==> config.mk <==
export PLATFORM = sky130hd
export DESIGN_NAME = content_protect_control
export DESIGN_NICKNAME = d
export VERILOG_FILES = /design/src/inc/cp_ctl_pkg.sv /design/src/rtl/content_protect_control.sv
export SDC_FILE = /design/constraint.sdc
export NUM_CORES = 1
export LEC_CHECK = 0
export BUFFER_PORTS_ARGS = -buffer_cell sky130_fd_sc_hd__buf_2
export CAP_MARGIN = 10
export CORE_MARGIN = 3
export CORE_UTILIZATION = 36
export CTS_CLUSTER_DIAMETER = 50
export CTS_CLUSTER_SIZE = 24
export DETAILED_ROUTE_END_ITERATION = 16
export HOLD_SLACK_MARGIN = 0.06
export PLACE_DENSITY = 0.73
export SYNTH_ARGS = -nofsm -noshare
export SYNTH_HDL_FRONTEND = slang
export SYNTH_SLANG_ARGS = --single-unit
==> constraint.sdc <==
create_clock -name clk -period 1 [get_ports clk]
set_input_delay 0.1 -clock clk [delete_from_list [all_inputs] [get_ports clk]]
set_output_delay 0.1 -clock clk [all_outputs]
set_load 0.02 [all_outputs]
==> src/inc/cp_ctl_pkg.sv <==
package cp_ctl_pkg;
    // Register location
    localparam logic [7:0] CTL_OFFSET      = 8'hC3;
    localparam logic [7:0] CTL_RESET       = 8'h00;
    // Bit positions
    localparam int         BIT_ENG_RESET   = 7;
    localparam int         BIT_RESERVED    = 6;
    localparam int         BIT_LIST_OK     = 5;
    localparam int         BIT_RX_OK       = 4;
    localparam int         BIT_CIPHER_OFF  = 3;
    localparam int         BIT_CIPHER_ON   = 2;
    localparam int         BIT_AUTH_OFF    = 1;
    localparam int         BIT_AUTH_EN     = 0;
    // Encryption policy codes
    localparam logic [1:0] POL_WHEN_AUTH   = 2'h0;
    localparam logic [1:0] POL_REG_CTL     = 2'h1;
    localparam logic [1:0] POL_ALWAYS      = 2'h2;
    localparam logic [1:0] POL_INBAND      = 2'h3;

    typedef enum logic [2:0] {
        VID_PLAIN  = 3'h1,
        VID_CIPHER = 3'h2,
        VID_BLUE   = 3'h4
    } video_mode_type;
endpackage

==> src/rtl/content_protect_control.sv <==
// How it works
// - Writing one to bit 7 resets engine, disables authentication, bit self-clears.
// - Writing one to bit 5 lets repeater authentication finish; bit self-clears.
// - Bit 4 set lets authentication proceed; cleared by identity-ready flag.
// - Writing one to bit 3 sends plain video, keeps authentication; self-clears.
// - Bit 2 set under register policy: encrypted video if authenticated, else blue screen.
// - Bit 2 clear under register policy: video passes without encryption.
// - Always-encrypt policy makes bit 2 read-only, reading one.
// - Writing one to bit 1 disables authentication; bit self-clears.
// - Writing one to bit 0 starts or restarts authentication.
// - Writing zero to bit 0 does nothing; reads return authentication enabled.
// - Policy codes: 00 when-auth, 01 register, 10 always, 11 per-frame.
// - List-ready flag clears as soon as list approval is set, unless the hardware list-ready set comes in the same cycle.
`timescale 1ns/1ns
`default_nettype none
module content_protect_control (
    input  wire logic       clk,
    input  wire logic       sys_rst,
    input  wire logic [7:0] reg_addr,
    input  wire logic       reg_wr,
    input  wire logic [7:0] reg_wdata,
    input  wire logic [1:0] enc_policy,
    input  wire logic       receiver_identity_ready,
    input  wire logic       list_ready_set,
    input  wire logic       authenticated,
    input  wire logic       inband_encrypt,
    output logic      [7:0] reg_rdata,
    output logic            protect_engine_reset,
    output logic            list_approved,
    output logic            receiver_approved,
    output logic            cipher_off,
    output logic            auth_off,
    output logic            auth_restart,
    output logic            auth_enabled,
    output logic            list_ready,
    output logic      [2:0] video_mode
);
    typedef struct packed {
        logic       eng_rst;
        logic       list_ok;
        logic       rx_ok;
        logic       ciph_off;
        logic       ciph_on;
        logic       a_off;
        logic       a_start;
        logic       a_en;
        logic       lst_rdy;
        logic [2:0] vmode;
        logic [7:0] rdata;
    } state_type;

    state_type s_q;
    state_type s_d;
    logic      wr_hit;
    logic      on_eff;
    logic      enc_want;

    // Register write decode
    assign wr_hit = reg_wr && (reg_addr == cp_ctl_pkg::CTL_OFFSET);

    always_comb begin
        s_d = s_q;
        // Command pulses last one cycle per write; back-to-back writes hold them high
        s_d.eng_rst  = wr_hit && reg_wdata[cp_ctl_pkg::BIT_ENG_RESET];
        s_d.list_ok  = wr_hit && reg_wdata[cp_ctl_pkg::BIT_LIST_OK];
        s_d.ciph_off = wr_hit && reg_wdata[cp_ctl_pkg::BIT_CIPHER_OFF];
        s_d.a_off    = wr_hit && reg_wdata[cp_ctl_pkg::BIT_AUTH_OFF];
        s_d.a_start  = wr_hit && reg_wdata[cp_ctl_pkg::BIT_AUTH_EN];
        // Receiver approval: the identity-ready clear wins, zero writes ignored
        if (wr_hit && reg_wdata[cp_ctl_pkg::BIT_RX_OK]) begin
            s_d.rx_ok = 1'b1;
        end
        if (receiver_identity_ready) begin
            s_d.rx_ok = 1'b0;
        end
        // Cipher-on is read-only under always-encrypt, so writes there leave the stored bit alone
        if (wr_hit && (enc_policy != cp_ctl_pkg::POL_ALWAYS)) begin
            s_d.ciph_on = reg_wdata[cp_ctl_pkg::BIT_CIPHER_ON];
        end
        // Enable follows start; reset or disable drops it
        if (wr_hit && reg_wdata[cp_ctl_pkg::BIT_AUTH_EN]) begin
            s_d.a_en = 1'b1;
        end
        if (wr_hit && (reg_wdata[cp_ctl_pkg::BIT_AUTH_OFF] || reg_wdata[cp_ctl_pkg::BIT_ENG_RESET])) begin
            s_d.a_en = 1'b0;
        end
        // Hardware set beats the approval clear so no list event is lost
        if (wr_hit && reg_wdata[cp_ctl_pkg::BIT_LIST_OK]) begin
            s_d.lst_rdy = 1'b0;
        end
        if (list_ready_set) begin
            s_d.lst_rdy = 1'b1;
        end
        // Read-back image; reserved bit and pulse bits read zero
        s_d.rdata = cp_ctl_pkg::CTL_RESET;
        s_d.rdata[cp_ctl_pkg::BIT_RX_OK]     = s_d.rx_ok;
        s_d.rdata[cp_ctl_pkg::BIT_CIPHER_ON] = s_d.ciph_on || (enc_policy == cp_ctl_pkg::POL_ALWAYS);
        s_d.rdata[cp_ctl_pkg::BIT_AUTH_EN]   = s_d.a_en;
        // Video path selection by policy
        on_eff = s_q.ciph_on || (enc_policy == cp_ctl_pkg::POL_ALWAYS);
        case (enc_policy)
            cp_ctl_pkg::POL_WHEN_AUTH: enc_want = authenticated;
            cp_ctl_pkg::POL_REG_CTL:   enc_want = on_eff;
            cp_ctl_pkg::POL_ALWAYS:    enc_want = 1'b1;
            default:                   enc_want = inband_encrypt;
        endcase
        // Blue screen only when cipher demanded without authentication
        if (!enc_want || s_d.ciph_off) begin
            s_d.vmode = cp_ctl_pkg::VID_PLAIN;
        end else if (authenticated) begin
            s_d.vmode = cp_ctl_pkg::VID_CIPHER;
        end else begin
            s_d.vmode = cp_ctl_pkg::VID_BLUE;
        end
    end

    // State register; synchronous reset to zero, except video mode, which loads plain
    always_ff @(posedge clk) begin
        if (sys_rst) begin
            s_q <= '{vmode: cp_ctl_pkg::VID_PLAIN, default: '0};
        end else begin
            s_q <= s_d;
        end
    end

    assign reg_rdata            = s_q.rdata;
    assign protect_engine_reset = s_q.eng_rst;
    assign list_approved        = s_q.list_ok;
    assign receiver_approved    = s_q.rx_ok;
    assign cipher_off           = s_q.ciph_off;
    assign auth_off             = s_q.a_off;
    assign auth_restart         = s_q.a_start;
    assign auth_enabled         = s_q.a_en;
    assign list_ready           = s_q.lst_rdy;
    assign video_mode           = s_q.vmode;
endmodule
`default_nettype wire

-- Yosys cells after proc, flatten, opt, wreduce, memory -nomap -nowiden
Cells that the tools add are included.
- equality and inequality tests: 4
- muxes and demuxes: 9
- reductions and logical operators: 17
- operators with widths (kind ; count):
    $logic_and 1x1->1 ; 9
    $eq 8x8->1 const B ; 1
    $mux 1 ; 7
    $logic_or 1x1->1 ; 4
    $mux 3 ; 1
    $pmux 1 s3 ; 1
    $eq 2x1->1 const B ; 1
    $eq 2x2->1 const B ; 1
    $logic_not 2->1 ; 1
    $ne 2x2->1 const B ; 1
    $reduce_bool 2->1 ; 1
    $reduce_or 2->1 ; 1
    $logic_not 1->1 ; 1
- flip-flop bits (word level): 20
- input bits: 25
- output and inout port bits: 19
- word-level logic and storage cells: 42

-- Longest topological paths before layout
Gate-level depths: netlist (run 1).
- depth in word-level cells: 6
- depth in mapped cells: 3
- mapped depth without buffers: 3

-- Worst setup path before layout (run 1)
Ideal clock, no wire load.
- path type: register -> register
- start: register s_q[15] (netlist name)
- end: register s_q, in the netlist video_mode[1]
- setup time: 0.103 ns
- data arrival time: 0.838 ns
- required time: 0.897 ns
- setup slack: 0.059 ns
- stages on the path, launching flop included: 4
- path buffers: 0
- period minus slack after synthesis: 0.941 ns
- path through: dfxtp_1 -> mux2i_1 -> and2_4 -> a2111oi_2
- longest elaborated chain between the ends: 5
- RTL lines (what ; RTL line ; text):
    start, declared ; content_protect_control.sv:52 ; state_type s_q;
    start signal, assigned ; content_protect_control.sv:120 ; s_q <= '{vmode: cp_ctl_pkg::VID_PLAIN, default: '0};
    start signal, assigned ; content_protect_control.sv:122 ; s_q <= s_d;
    $logic_or 1x1->1 ; content_protect_control.sv:100 ; on_eff = s_q.ciph_on || (enc_policy == cp_ctl_pkg::POL_ALWAYS);
    $pmux 1 s3 ; content_protect_control.sv:101 ; case (enc_policy)
    $logic_not 1->1 ; content_protect_control.sv:108 ; if (!enc_want || s_d.ciph_off) begin
    $logic_or 1x1->1 ; content_protect_control.sv:108 ;
    $reduce_or 2->1 (no line) ; n/a ;
No other way between the ends.
A chain may end at the register's enable or synchronous reset.

-- Final worst setup path (run 1)
- start: register s_q[15] (netlist name)
- end: register s_q, in the netlist video_mode[2]
The elaborated chain is that of the path after synthesis.

==> flow_summary.yaml, run 1 <==
floorplanning:
  rows: 15
  pin_count: 44
  starting_density_of_the_core_pct: 38.65
  floorplan.die_area_um2: 2452
  floorplan.die.width_um: 49.52
  core_region_area_um2: 1764
  vertical_die_dimension_um: 49.52
clock_tree:
  clock-root-buffer: "clkbuf_4"
  tritoncts: "built"
  cts.clk_slew.worst_paths_ps: 80
  numCtsBuffers: 3
  clock-sinks: 13
  clock_insertion_delay_worst_skew_ps: 260
  cts.htree.levels: 1
  post_cts_buffers: 0
  maximum_buffer_depth_of_the_clock_tree: 2
global_routing:
  global_route_usage_over_all_layers_pct: 11.78
  first_global_vias: 523
  grt-ovfl-total: 0
  initial_antenna_violation_count: 0
  pin_count_of_the_biggest_net_entering_global_routing: 13
  grt_pass1_wl_mm: 2.235
logic_synthesis:
  ys_async_sr_fraction_pct: 0
  synth_area_leader_cell: "dfxtp_1"
  yosys.cell_count.top_type: "dfxtp_1"
  netlist_instances: 63
  synth_top_cells_by_area: "dfxtp_1 38%, buf_4 12%, nor3b_1 5.5%"
  synthMuxAreaShare_pct: 2.936
  yosys.area_share.simple_pct: 30.09
  synth_top_cells_by_count: "13 x dfxtp_1, 11 x buf_4, 5 x nor3b_1"
  synth_compound_area_share_pct: 14.50
  yosys_warnings: 0
  synth.yosys.seq_area_share_pct: 38.17
  synth-adder-area-share_pct: 0
  netlist-cell-type-count: 29
  flip_flop_cell_with_the_highest_count_after_synthesis: "dfxtp_1"
  synth-edff-count: 0
  yosys.area_share.xor_xnor_pct: 0
  yosys_register_bits: 13
  mappedNetlistArea_um2: 681.9
  synthesis.area_per_instance_um2: 10.82
  yosysTopAreaCellShare_pct: 38.17
  main_combinational_cell_family_by_area_after_synthesis: "simple AND/OR/NAND/NOR gates"
power_and_ir_drop:
  power.internal_uw: 772.9
  clock_power_share_pct: 29.7
  max-vdd-ir-drop_mv: 0.4543
  power-per-cell-area_nw_per_um2: 1114
  netSwitchingFraction_pct: 25.55
  pwr-share-seq_pct: 51.2
  power_leakage_nw: 0.4384
  power.share.combinational_pct: 19.1
  switching_power_uw: 265.2
critical_path:
  reg2reg_depth: 3
  worst_ep_required_time_ps: 1170
  critPathLaunchType: "flip-flop"
  slowest_stage_delay_cp_ps: 330
  worst_r2r_setup_slack_ps: 70
  worst_r2r_endpoint: "video_mode[2]"
  worst-setup-path-type: "flip-flop to flip-flop"
  crit_path_top_delay_cell: "dfxtp_2"
  wp_data_arrival_ps: 1100
  crit_chain: "mux2i_1 > and2_4 > a2111oi_4"
  endpoint_type_of_the_worst_setup_path: "flip-flop"
  timing.critical_path.fanout_max: 3
  regToRegStartpoint: "s_q[15]"
final_layout:
  final.fill_count: 184
  antennaDiodeCount: 0
  fraction_of_final_layout_cells_sized_beyond_drive_strength_1_pct: 53.92
  syn_to_final_growth_pct: 36.70
  finish.net_count: 128
  final-instance-count-excl-fill: 127
  design_area_um2: 932.1
timing:
  final-max-slew-violation-count: 0
  rsz0062_at_grt: "false"
  achievable-frequency_mhz: 1078
  finClkSkew_ps: 0.4749
  hold_ws_ps: 96.29
  finalWorstPathRequiredPeriod_ps: 927.9
  final-setup-viol-count: 0
  setup_slack_ps: 72.06
  fin_crit_sh_pct: 92.79
  hold_violations: 0
min_path:
  min_path_cells: 3
  hold_path_end: "list_ready"
  hp-start: "list_ready_set"
  hp-class: "primary input to flip-flop"
placement:
  gp_congestion: 0.7224
  placed_cells: 120
  placement.cell_area_um2: 849.6
  detailedPlacementHpwl_mm: 1.113
  pre_cts_slack_ps: -78.84
  port_buffers: 37
drt:
  antenna_violating_nets_post_route: 0
  via_per_inst: 4.496
  route.final.wire_length_mm: 1.380
  drt_pre_antenna_iters: 4
  dr_total_vias: 571
  post-route-drc-count: 0
  wl_per_cell_um: 10.87
  detailed_router_s_first_iteration_violation_count: 2
flow_run:
  max-cap-violations: 0
outcome:
  outcome: "completed"
==> cell type report <==
class,count,area (µm²),share of cell area (%)
Clock buffer,4,26.28,2.819
Inverter,2,7.507,0.8054
Sequential cell,13,261.5,28.05
Timing Repair Buffer,43,237.7,25.50
Tap cell,25,31.28,3.356
Multi-Input combinational cell,40,367.9,39.46
==> power groups by stage <==
stage | logic, mW | registers [mW] | clock network, mW
after floorplan | 0.118 | 0.548 | 0
after global placement | 0.176 | 0.544 | 0
after detailed placement | 0.180 | 0.544 | 0
after CTS | 0.189 | 0.532 | 0.322
after global routing | 0.215 | 0.534 | 0.360
final | 0.199 | 0.531 | 0.308
==> cells by family (layout without fill, tap and decap cells) <==
kind of cell / count (synthesis) / in the layout
AO/OA/AOI/OAI: 10 / 10
buffers and inverters: 14 / 49
flip-flops: 13 / 13
multiplexers: 2 / 2
other: 1 / 5
AND/OR/NAND/NOR: 23 / 23
==> worst max path at each step <==
stage | startpoint | to | slack [ps] | cells after the start
after floorplan | s_q[15] | video_mode[1] | 60 | 3
after global placement | reg_addr[3] | list_ready | -60 | 4
after detailed placement | reg_addr[3] | list_ready | -80 | 4
after CTS | s_q[15] | video_mode[1] | 4 | 3
after global routing | s_q[15] | video_mode[2] | 6 | 3
final | s_q[15] | video_mode[2] | 70 | 3
==> flip-flops by register name, indices dropped and copies added (netlist names) <==
signal	count
auth_off	1
auth_restart	1
cipher_off	1
list_approved	1
list_ready	1
protect_engine_reset	1
receiver_approved	1
reg_rdata	2
s_q	1
video_mode	3
==> metrics by stage <==
stage / utilization, % / setup TNS [ps] / power, mW
4_1_cts: 51.35 / 0 / 1.043
2_1_floorplan: - / 0 / 0.6662
3_3_place_gp: 48.16 / -250.6 / 0.7201
6_report: 52.84 / 0 / 1.038
5_1_grt: 52.84 / 0 / 1.109
3_5_place_dp: 48.16 / -326.6 / 0.7237
==> worst max-delay path, delay by kind of cell, from the launching register on <==
kind	cells	cell delay, ps
AO/OA/AOI/OAI	1	260
flip-flops	1	330
multiplexers	1	60
AND/OR/NAND/NOR	1	180
==> cells in the final DEF (no fill, tap or decap), drive strengths merged <==
cell         count
buf             40
nand2b           2
inv              2
and2             1
dlygate4sd3      3
a311oi           1
or2              3
and3b            1
nand4b           1
o31ai            1
nor3b            5
nor4             1
clkbuf           4
and4b            1
a2111oi          2
a211oi           1
a41oi            3
a21oi            1
nor3             3
conb             5
nand3            1
nor2             2
dfxtp           13
nand3b           1
nor2b            1
mux2i            2
a211o            1
==> routing by layer <==
metal / GRT usage [%] / share of wire, % / vias to the layer above
met2: 18.28 / 49 / 25
met1: 14.58 / 43 / 250
li1: - / - / 294
met4: 6.912 / 1.0 / 0
met5: 0 / 0 / -
met3: 3.021 / 7.6 / 2
==> repair_timing <==
action,in CTS,in global routing
gates resized for setup,0,3
hold buffers,3,0
setup endpoints to repair,0,2
endpoints found under the hold margin,3,0
Note: power is estimated with default switching activity, not from simulation.
==> inputs of run 2 (changes only) <==
--- a/config.mk
+++ b/config.mk
@@ -6,13 +6,14 @@
 export NUM_CORES = 1
 export LEC_CHECK = 0
+export ABC_AREA = 1
 export BUFFER_PORTS_ARGS = -buffer_cell sky130_fd_sc_hd__buf_2
 export CAP_MARGIN = 10
-export CORE_MARGIN = 3
-export CORE_UTILIZATION = 36
+export CORE_MARGIN = 2
+export CORE_UTILIZATION = 34
 export CTS_CLUSTER_DIAMETER = 50
 export CTS_CLUSTER_SIZE = 24
 export DETAILED_ROUTE_END_ITERATION = 16
 export HOLD_SLACK_MARGIN = 0.06
-export PLACE_DENSITY = 0.73
+export PLACE_DENSITY = 0.72
 export SYNTH_ARGS = -nofsm -noshare
 export SYNTH_HDL_FRONTEND = slang
==> constraint.sdc (replaced) <==
create_clock -name clk -period 1 [get_ports clk]
set_input_delay 0.1 -clock clk [delete_from_list [all_inputs] [get_ports clk]]
set_output_delay 0.1 -clock clk [all_outputs]
set_load 0.1 [all_outputs]
==> flow_summary.yaml, run 2 <==
drt:
  route.final.wire_length_mm: 1.265
  antenna_violating_nets_post_route: 0
  via_per_inst: 4.034
  top_routing_layer_in_use: "met4"
  drt_pre_antenna_iters: 2
  met3_length_um: 110
  dr_total_vias: 585
  met2_wirelength_um: 664
  detailed_router_s_first_iteration_violation_count: 2
  routedLengthMet1_um: 476
  wl_per_cell_um: 8.724
  post-route-drc-count: 0
clock_tree:
  post_cts_buffers: 0
  cts.clk_slew.worst_paths_ps: 70
  clock_insertion_delay_worst_skew_ps: 260
  maximum_buffer_depth_of_the_clock_tree: 2
  tritoncts: "built"
  clock-sinks: 13
  numCtsBuffers: 3
  clock-root-buffer: "clkbuf_4"
  cts.htree.levels: 1
critical_path:
  timing.critical_path.from: "authenticated"
  regToRegStartpoint: "s_q[15]"
  worst_ep_required_time_ps: 1170
  critPathLaunchType: "primary input"
  worst-setup-path-type: "primary input to flip-flop"
  endpoint_type_of_the_worst_setup_path: "flip-flop"
  crit_path_top_delay_cell: "dlygate4sd3_1"
  slowest_stage_delay_cp_ps: 540
  crit_chain: "dlygate4sd3_1 > buf_2 > o21ai_2 > a21oi_2 > nand2_2 > nor2_1"
  timing.critical_path.fanout_max: 3
  path_delay_family: "buffers and inverters"
  timing.critical_path.buf_inv: 2
  wp_data_arrival_ps: 1100
global_routing:
  grt-ovfl-total: 0
  initial_antenna_violation_count: 0
  grt_pass1_wl_mm: 1.994
  pin_count_of_the_biggest_net_entering_global_routing: 10
  global_route_usage_over_all_layers_pct: 13.33
  first_global_vias: 522
placement:
  pre_cts_slack_ps: 3.152
  gp_congestion: 0.6852
  placed_cells: 134
  port_buffers: 37
  detailedPlacementHpwl_mm: 1.018
final_layout:
  layout.core_utilization_pct: 63.44
  final-instance-count-excl-fill: 145
  layout_common_cells: "23 x buf_2, 14 x buf_12, 12 x nand2_1, 12 x inv_1, 9 x nor2_1"
  final.fill_count: 155
  syn_to_final_growth_pct: 79.30
  finish.net_count: 146
  fraction_of_final_layout_cells_sized_beyond_drive_strength_1_pct: 50.00
  largest_register_ff_count: 3
  final_common_cell: "buf_2"
  antennaDiodeCount: 0
logic_synthesis:
  netlist-cell-type-count: 19
  synth_top_cells_by_count: "13 x dfxtp_1, 12 x inv_1, 12 x nand2_1"
  mappedNetlistArea_um2: 604.3
  synth.yosys.seq_area_share_pct: 43.06
  synth_top_cells_by_area: "dfxtp_1 43%, buf_4 14%, inv_1 7.5%"
  yosysTopAreaCellShare_pct: 43.06
  ys_async_sr_fraction_pct: 0
  synth_area_leader_cell: "dfxtp_1"
  synth-edff-count: 0
  synthesis.area_per_instance_um2: 7.650
  yosys_warnings: 0
  flip_flop_cell_with_the_highest_count_after_synthesis: "dfxtp_1"
  netlist_instances: 79
  yosys.cell_count.top_type: "dfxtp_1"
  yosys_register_bits: 13
floorplanning:
  pin_count: 44
  starting_density_of_the_core_pct: 35.38
  floorplan.die_area_um2: 2131
  rows: 15
  vertical_die_dimension_um: 46.16
  floorplan.die.width_um: 46.16
  core_region_area_um2: 1708
timing:
  finClkSkew_ps: 0.3429
  finalWorstPathRequiredPeriod_ps: 937.0
  achievable-frequency_mhz: 1067
  fin_crit_sh_pct: 93.70
  final.setup.tns_ps: 0
  final-max-slew-violation-count: 0
  hold_violations: 0
  final-setup-viol-count: 0
  setup_slack_ps: 62.98
min_path:
  hp-class: "primary input to flip-flop"
  hp-start: "reg_wdata[5]"
power_and_ir_drop:
  max-vdd-ir-drop_mv: 0.7368
  power-per-cell-area_nw_per_um2: 1097
  power_leakage_nw: 0.5302
flow_run:
  max-cap-violations: 0
outcome:
  outcome: "completed"
## run 2: cell types whose count changed in the layout (fill, tap and decap cells not counted), moves of 7 or more
| cell | delta |
|---|---|
| buf_12 | +14 |
| buf_2 | -14 |
| dfxtp_1 | -7 |
| inv_1 | +10 |
| nand2_1 | +12 |
| nor2_1 | +7 |
## run 2: cells by family (layout without fill, tap and decap cells)
group | after synthesis | in the layout | share of synthesized area [%]
AO/OA/AOI/OAI | 7 | 7 | 7.453
buffers and inverters | 25 | 62 | 22.36
flip-flops | 13 | 13 | 43.06
other | 1 | 5 | 0.6205
AND/OR/NAND/NOR | 33 | 33 | 26.50
## run 2: tightest hold or removal path: stages
cell and delay [ps]:
buf_2 90, nand3_1 80, nor2_1 40
## run 2: worst paths after layout
| kind | cells past startpoint | slack (ps) | to |
|---|---|---|---|
| hold / removal | 3 | 80 | list_approved |
| setup / recovery | 6 | 60 | video_mode[2] |
| setup reg to reg | 6 | 80 | video_mode[2] |
| hold reg to reg | 2 | 490 | list_ready |
## run 2: layout make-up
type / count / area, µm² / area share (%)
multi-input combinational: 45 / 231.5 / 21.36
inverter: 13 / 48.80 / 4.503
clock buffer: 4 / 26.28 / 2.425
timing repair buffer: 45 / 473.0 / 43.65
tap: 25 / 31.28 / 2.887
sequential: 13 / 272.8 / 25.17
## run 2: through the flow
stage | hold slack (ps) | power, mW | cell area [µm²]
2_1_floorplan | 172.4 | 0.7823 | 631.9
3_5_place_dp | 288.9 | 0.8660 | 979.7
3_3_place_gp | 286.6 | 0.8626 | 979.7
5_1_grt | 82.19 | 1.258 | 1084
4_1_cts | 64.85 | 1.190 | 1056
6_report | 81.83 | 1.189 | 1084
## run 2: where the power goes
group / total (mW) / switching (mW) / internal, mW
clock: 0.308 / 0.154 / 0.154
combinational: 0.343 / 0.229 / 0.114
sequential: 0.538 / 0.0101 / 0.527
total: 1.19 / 0.393 / 0.796
## run 2: layer usage
layer | GRT usage, % | vias to the layer above
met4 | 6.857 | 0
met3 | 7.059 | 2
li1 | - | 308
met2 | 22.78 | 27
met5 | 0 | -
met1 | 12.86 | 248
## run 2: timing repair
action,4_1_cts,5_1_grt
hold endpoints to repair,6,2
setup endpoints to repair,0,3
hold buffers,5,2
gates resized for setup,0,4
